`config.mk`:
```
export PLATFORM = sky130hd
export DESIGN_NAME = pbcr_regs
export DESIGN_NICKNAME = d
export VERILOG_FILES = /design/src/inc/pbcr_pkg.sv /design/src/rtl/pbcr_regs.sv
export SDC_FILE = /design/constraint.sdc
export NUM_CORES = 2
export LEC_CHECK = 0
export BUFFER_PORTS_ARGS = -buffer_cell sky130_fd_sc_hd__buf_2
export CORE_ASPECT_RATIO = 2
export CORE_MARGIN = 1.5
export CORE_UTILIZATION = 47
export DETAILED_ROUTE_END_ITERATION = 10
export HOLD_SLACK_MARGIN = 0.1
export PLACE_DENSITY = 0.61
export REMOVE_ABC_BUFFERS = 1
export SKIP_LAST_GASP = 1
export SYNTH_ARGS = -nofsm -noshare
export SYNTH_HDL_FRONTEND = slang
export SYNTH_SLANG_ARGS = --single-unit
```
`constraint.sdc`:
```
create_clock -name clk -period 24.6 [get_ports clk]
set_clock_uncertainty 0.1 [all_clocks]
set_input_delay 3.69 -clock clk [delete_from_list [all_inputs] [get_ports clk]]
set_output_delay 3.69 -clock clk [all_outputs]
set_load 0.005 [all_outputs]
```
`src/inc/pbcr_pkg.sv`:
```
// Constants and carrier types for the basic control register bank
package pbcr_pkg;
   localparam int         REG_AW        = 5;
   localparam int         REG_DW        = 16;
   localparam int         NUM_REGS      = 32;
   localparam logic [4:0] ADDR_CTRL     = 5'h00;
   localparam logic [4:0] ADDR_MMD_CTRL = 5'h0D;
   localparam logic [4:0] ADDR_MMD_DATA = 5'h0E;
   localparam logic [4:0] ADDR_VENDOR   = 5'h10;
   localparam int         B_RESET       = 15;
   localparam int         B_LOOP        = 14;
   localparam int         B_SPD_LSB     = 13;
   localparam int         B_AN_EN       = 12;
   localparam int         B_PDOWN       = 11;
   localparam int         B_ISOLATE     = 10;
   localparam int         B_AN_RESTART  = 9;
   localparam int         B_DUPLEX      = 8;
   localparam int         B_COL_TEST    = 7;
   localparam int         B_SPD_MSB     = 6;
   localparam logic [15:0] CTRL_RESET   = 16'h1100;
   localparam logic [15:0] CTRL_WMASK   = 16'hFFC0;
   localparam logic [3:0]  MODE_GIG_STRAP = 4'hF;
   localparam int         MMD_DEVS      = 32;
   localparam int         MMD_REGS      = 64;
   localparam int         SOFT_RST_CYCLES = 4;

   typedef enum logic [1:0] {
      SPD_10   = 2'b00,
      SPD_100  = 2'b01,
      SPD_1000 = 2'b10,
      SPD_RSVD = 2'b11
   } pbcr_speed_t;

   typedef enum logic [1:0] {
      MMD_FN_ADDR  = 2'b00,
      MMD_FN_DATA  = 2'b01,
      MMD_FN_INC_RW = 2'b10,
      MMD_FN_INC_W = 2'b11
   } pbcr_mmd_fn_t;

   typedef struct packed {
      logic        wr;
      logic        rd;
      logic [4:0]  addr;
      logic [15:0] wdata;
   } pbcr_req_t;

   typedef struct packed {
      logic        loopback;
      logic        power_down;
      logic        isolate;
      logic        col_test;
      logic        an_enable;
      logic        an_restart;
      logic        soft_reset;
      pbcr_speed_t speed;
      logic        full_duplex;
   } pbcr_ctrl_t;
endpackage

```
`src/rtl/pbcr_regs.sv`:
```
// Management register bank with the basic control register and indirect access
`timescale 1ns/10ps
module pbcr_regs (
   input  wire logic               clk,
   input  wire logic               rstn,
   input  wire pbcr_pkg::pbcr_req_t req,
   input  wire logic [3:0]         mode_strap,
   input  wire logic               an_done,
   input  wire pbcr_pkg::pbcr_speed_t an_speed,
   input  wire logic               an_duplex,
   input  wire logic [15:0]        vendor_rdata,
   output logic [15:0]             rdata,
   output logic                    rvalid,
   output pbcr_pkg::pbcr_ctrl_t    ctrl
);
   import pbcr_pkg::*;

   logic        rst_s1_q, rst_s2_q;
   logic [1:0]  strap_cnt_q;
   logic [3:0]  strap_s1_q, strap_s2_q;
   logic [15:0] ctrl_q;
   logic [15:0] std_q [1:NUM_REGS-1];
   logic [15:0] mmd_ctrl_q, mmd_addr_q;
   logic [15:0] mmd_q [0:MMD_REGS-1];
   logic [2:0]  srst_cnt_q;
   logic        restart_q;
   logic        strap_done_q;
   logic        strap_gig_q;
   logic        wr_ctrl, wr_mmd_ctrl, wr_mmd_data;
   logic [5:0]  mmd_idx;
   logic        soft_rst;

   // Reset release through two flops
   always_ff @(posedge clk or negedge rstn) begin
      if (!rstn) begin
         rst_s1_q <= 1'b0;
         rst_s2_q <= 1'b0;
      end else begin
         rst_s1_q <= 1'b1;
         rst_s2_q <= rst_s1_q;
      end
   end

   // Straps come from pins, synchronised before use
   always_ff @(posedge clk or negedge rst_s2_q) begin
      if (!rst_s2_q) begin
         strap_s1_q <= 4'h0;
         strap_s2_q <= 4'h0;
      end else begin
         strap_s1_q <= mode_strap;
         strap_s2_q <= strap_s1_q;
      end
   end

   // Strap latched a few edges after release, once synchroniser settled
   always_ff @(posedge clk or negedge rst_s2_q) begin
      if (!rst_s2_q) begin
         strap_cnt_q  <= 2'h0;
         strap_done_q <= 1'b0;
         strap_gig_q  <= 1'b0;
      end else if (!strap_done_q) begin
         strap_cnt_q  <= strap_cnt_q + 2'h1;
         strap_done_q <= (strap_cnt_q == 2'h2);
         // Held so a software reset restores the power-up value, not the live pins
         if (strap_cnt_q == 2'h2) begin
            strap_gig_q <= (strap_s2_q == MODE_GIG_STRAP);
         end
      end
   end

   assign soft_rst    = (srst_cnt_q != 3'h0);
   assign wr_ctrl     = req.wr && req.addr == ADDR_CTRL;
   assign wr_mmd_ctrl = req.wr && req.addr == ADDR_MMD_CTRL;
   assign wr_mmd_data = req.wr && req.addr == ADDR_MMD_DATA;
   assign mmd_idx     = mmd_addr_q[5:0];

   // Basic control register
   always_ff @(posedge clk or negedge rst_s2_q) begin
      if (!rst_s2_q) begin
         ctrl_q <= CTRL_RESET;
      end else if (strap_done_q == 1'b0 && strap_cnt_q == 2'h2) begin
         ctrl_q[B_SPD_MSB] <= (strap_s2_q == MODE_GIG_STRAP);
      end else if (soft_rst) begin
         // Software reset returns defaults but keeps strapped speed
         ctrl_q <= CTRL_RESET | ({15'h0, strap_gig_q} << B_SPD_MSB);
      end else if (wr_ctrl) begin
         ctrl_q          <= req.wdata & CTRL_WMASK;
         // Request bit is never stored; the counter below carries it
         ctrl_q[B_RESET] <= 1'b0;
      end else begin
         ctrl_q[B_AN_RESTART] <= 1'b0;
      end
   end

   // Software reset held for a short fixed pulse
   always_ff @(posedge clk or negedge rst_s2_q) begin
      if (!rst_s2_q) begin
         srst_cnt_q <= 3'h0;
      end else if (wr_ctrl && !soft_rst && req.wdata[B_RESET]) begin
         srst_cnt_q <= 3'(SOFT_RST_CYCLES);
      end else if (soft_rst) begin
         srst_cnt_q <= srst_cnt_q - 3'h1;
      end
   end

   always_ff @(posedge clk or negedge rst_s2_q) begin
      if (!rst_s2_q) begin
         restart_q <= 1'b0;
      end else begin
         restart_q <= wr_ctrl && !soft_rst && req.wdata[B_AN_RESTART];
      end
   end

   // Other direct registers plain storage; Dh/Eh handled below, 10h and up read back vendor_rdata
   generate
      for (genvar i = 1; i < NUM_REGS; i++) begin : g_std
         always_ff @(posedge clk or negedge rst_s2_q) begin
            if (!rst_s2_q) begin
               std_q[i] <= 16'h0000;
            end else if (req.wr && req.addr == 5'(i)) begin
               std_q[i] <= req.wdata;
            end
         end
      end
   endgenerate

   // Indirect access: Dh selects device/function, Eh carries address or data
   always_ff @(posedge clk or negedge rst_s2_q) begin
      if (!rst_s2_q) begin
         mmd_ctrl_q <= 16'h0000;
         mmd_addr_q <= 16'h0000;
      end else if (wr_mmd_ctrl) begin
         mmd_ctrl_q <= req.wdata;
      end else if (mmd_ctrl_q[15:14] == MMD_FN_ADDR && wr_mmd_data) begin
         mmd_addr_q <= req.wdata;
      end else if (mmd_ctrl_q[15:14] != MMD_FN_ADDR && mmd_ctrl_q[15:14] != MMD_FN_DATA
                   && (wr_mmd_data || (req.rd && req.addr == ADDR_MMD_DATA)
                       && mmd_ctrl_q[15:14] == MMD_FN_INC_RW)) begin
         mmd_addr_q <= mmd_addr_q + 16'h0001;
      end
   end

   // Single store for all device addresses keeps area small
   always_ff @(posedge clk) begin
      if (wr_mmd_data && mmd_ctrl_q[15:14] != MMD_FN_ADDR) begin
         mmd_q[mmd_idx] <= req.wdata;
      end
   end

   // Read path, one cycle latency
   always_ff @(posedge clk or negedge rst_s2_q) begin
      if (!rst_s2_q) begin
         rdata  <= 16'h0000;
         rvalid <= 1'b0;
      end else begin
         rvalid <= req.rd;
         if (!req.rd) begin
            rdata <= 16'h0000;
         end else if (req.addr == ADDR_CTRL) begin
            rdata <= ctrl_q & CTRL_WMASK;
         end else if (req.addr == ADDR_MMD_CTRL) begin
            rdata <= mmd_ctrl_q;
         end else if (req.addr == ADDR_MMD_DATA) begin
            rdata <= (mmd_ctrl_q[15:14] == MMD_FN_ADDR) ? mmd_addr_q : mmd_q[mmd_idx];
         end else if (req.addr >= ADDR_VENDOR) begin
            rdata <= vendor_rdata;
         end else begin
            rdata <= std_q[req.addr];
         end
      end
   end

   // Effective control outputs
   always_ff @(posedge clk or negedge rst_s2_q) begin
      if (!rst_s2_q) begin
         ctrl <= '0;
      end else begin
         ctrl.loopback   <= ctrl_q[B_LOOP];
         ctrl.power_down <= ctrl_q[B_PDOWN];
         ctrl.isolate    <= ctrl_q[B_ISOLATE];
         ctrl.col_test   <= ctrl_q[B_COL_TEST];
         ctrl.an_enable  <= ctrl_q[B_AN_EN];
         ctrl.an_restart <= restart_q;
         ctrl.soft_reset <= soft_rst;
         if (ctrl_q[B_AN_EN]) begin
            // Until negotiation finishes the forced bits still do not apply
            ctrl.speed       <= an_done ? an_speed : SPD_10;
            ctrl.full_duplex <= an_done ? an_duplex : 1'b0;
         end else begin
            ctrl.speed       <= pbcr_speed_t'({ctrl_q[B_SPD_MSB], ctrl_q[B_SPD_LSB]});
            ctrl.full_duplex <= ctrl_q[B_DUPLEX];
         end
      end
   end
endmodule

```
==> results.py <==
metrics = {
    "status": {
        "status": "complete, no violations",
    },
    "global_routing": {
        "grt-ovfl-total": 0,
        "grt_max_degree": 91,
        "grt_pass1_vias": 32493,
        "grt_pass1_wl_um": 254100,
        "antenna_found_initial": 6,
        "grt_use_total_pct": 31.32,
    },
    "logic_synthesis": {
        "netlist_top_cells_count": "edfxtp_1 (1024), mux2_2 (328), dfrtp_1 (301)",
        "synth_edf_count": 1024,
        "ys.flop_type": "edfxtp_1",
        "synth_most_common_cell": "edfxtp_1",
        "yosys-top-cells-area": "edfxtp_1 (57%), dfrtp_1 (14%), mux2_2 (6.9%), mux4_2 (4.0%), mux2i_1 (2.5%)",
        "netlist_area_um2": 53910,
        "synth_top_area_cell": "edfxtp_1",
        "synth-seq-area-share_pct": 71.11,
        "ys_ff_latch": 1327,
        "synthArstFlopShare_pct": 22.83,
        "synth_top_area_share_pct": 57.04,
        "synth_warnings": 0,
        "synth_cell_types": 82,
        "avgSynthCellArea_um2": 16.48,
        "netlist_instances": 3271,
    },
    "clock_network": {
        "cts_tree": "yes",
        "numClockSinks": 1327,
        "cts_buffer_depth": 3,
        "clk_pin_slew_ns": 0.07,
        "post_cts_resized": 0,
        "cts_setup_buffers": 0,
        "numCtsBuffers": 107,
        "root_buffer": "clkbuf_16",
        "htreeDepth": 3,
        "insertion_delay_ns": 0.75,
        "cts_hold_buf": 0,
    },
    "sta": {
        "final_max_slew_viol_count": 0,
        "worst_pin_slew_ns": 1.298,
        "hold_viol_final": 0,
        "finalSetupViolCount": 0,
        "fin_setup_tns_ns": 0,
        "period_share_pct": 29.55,
        "slew_headroom_pct": 10.99,
        "period_needed_ns": 7.270,
        "rsz0062_at_grt": "no",
        "fmaxAchievable_mhz": 137.5,
    },
    "floorplan": {
        "fp-row-count": 175,
        "ios": 76,
        "dieArea_um2": 116900,
        "dieWidth_um": 242.5,
        "core_area_um2": 113600,
        "start_util_pct": 47.44,
        "die_h_um": 482.0,
    },
    "power_and_ir_drop": {
        "vdd_drop_max_mv": 0.06779,
        "cellPowerDensity_nw_per_um2": 94.44,
        "finalPower_uw": 5633,
        "power.leakage_uw": 0.02098,
    },
    "setup_path": {
        "critPathArrivalTime_ns": 7.62,
        "crit_type": "input pin to flop",
        "r2r_slack_ns": 18.58,
        "path_max_fanout": 46,
        "start_kind": "input pin",
        "cp.required_ns": 24.95,
        "crit_path_end_kind": "flop",
    },
    "routing": {
        "routed_wl_um": 183200,
        "drc_errors": 0,
        "first_pass_iters": 7,
        "viasPerCell": 6.535,
        "drt_iter0_markers": 3876,
        "antenna_left": 0,
        "wl_per_cell_um": 37.09,
        "vias": 32285,
    },
    "placed_design": {
        "io_buffers": 75,
        "hpwlAfterDp_um": 117100,
        "gp_congestion": 1.006,
    },
    "finish": {
        "syn_to_final_growth_pct": 10.65,
        "final_util_pct": 52.49,
        "fillers": 9181,
        "drive_above_1_share_pct": 25.31,
        "num-nets-final": 3394,
    },
    "flow_run": {
        "max_cap_viol_count": 0,
    },
    "hold_path": {
        "hold_class": "flop to flop",
    },
}
## placed cells by master, fill, tap and decap left out, types with 41 or more instances in the layout
master     count
nand2_1      109
mux2i_1      132
a221oi_1     100
a22oi_1       77
nand3_1       41
clkbuf_16    109
buf_2         67
edfxtp_1    1024
o22ai_1       64
dfrtp_1      297
a21oi_1      105
o21ai_0      110
mux2_2       328
buf_4        158
nor2_1       165
mux4_2        96
## area by class of cell
class                      instances  area [um^2]  area share [%]
antenna                            2        5.005        0.008390
clock buffer                     149         3032           5.082
clock inverter                    53        495.5          0.8306
inverter                          16        60.06          0.1007
multi-input combinational       1661        14270           23.93
sequential                      1327        38350           64.29
tap                             1504         1882           3.155
timing repair buffer             228         1554           2.605
## cell families (layout without fill, tap and decap cells)
kind of cell / count (synthesis) / in the layout / share of synthesized area, %
AO/OA/AOI/OAI: 666 / 666 / 8.843
buffers and inverters: 283 / 446 / 2.606
other: 1 / 3 / 0.006956
AND/OR/NAND/NOR: 419 / 419 / 3.572
adder cells (fa/ha/maj): 4 / 4 / 0.09284
multiplexers: 570 / 570 / 13.75
flip-flops: 1327 / 1327 / 71.11
XOR/XNOR: 1 / 1 / 0.01625
## registers in the layout (all words and copies together), names as in the netlist
| register | count |
|---|---|
| strap_done_q | 1 |
| ctrl_q | 9 |
| strap_s2_q | 4 |
| strap_gig_q | 1 |
| srst_cnt_q | 3 |
| mmd_addr_q | 16 |
| rst_s2_q | 1 |
| ctrl | 10 |
| rvalid | 1 |
| strap_s1_q | 4 |
| strap_cnt_q | 2 |
| rst_s1_q | 1 |
| rdata | 16 |
| std_q | 233 |
| restart_q | 1 |
| mmd_q | 1024 |
## where the power goes
| group | total [uW] | internal (uW) | switching, uW |
|---|---|---|---|
| combinational | 1300 | 431 | 868 |
| clock | 1750 | 931 | 822 |
| sequential | 2580 | 2500 | 80.3 |
## path summary, 6_finish.rpt
path / start / end / cells after the start
worst min-delay path: strap_s1_q[0] / strap_s2_q[0] / 0
worst min register to register: strap_s1_q[0] / strap_s2_q[0] / 0
min in group asynchronous: rst_s2_q / strap_cnt_q[0] / 0
max in group asynchronous: rst_s2_q / std_q[432] / 3
worst max-delay path: req[18] / mmd_q[19][4] / 7
worst max register to register: mmd_addr_q[0] / rdata[13] / 9
## worst max-delay path, stage by stage
cell and delay (ns):
buf_2 0.09, buf_4 0.50, nand3_1 0.32, nor3_1 0.99, nand3_1 0.90, nor2_1 0.79
buf_4 0.32
## per-layer routing
layer / routed length, um / up-vias / global-route usage [%]
met5: 48 / - / 0
met4: 18090 / 6 / 26.05
met3: 12990 / 519 / 5.466
met2: 92150 / 1767 / 53.65
met1: 59950 / 16885 / 33.99
li1: - / 13108 / -
## through the flow
step / cells / worst slack (ns) / hold WS, ns / area (um^2)
after global routing: 4939 / 17.34 / 0.2682 / 59650
after detailed placement: 4734 / 16.88 / 0.2404 / 56100
after floorplan: 3004 / 14.22 / 0.2312 / 52560
final: 4940 / 17.33 / 0.2529 / 59650
after CTS: 4936 / 17.66 / 0.2552 / 59620
after global placement: 4734 / 16.96 / 0.2387 / 56100
No activity file was read; power rests on OpenSTA's default activity.
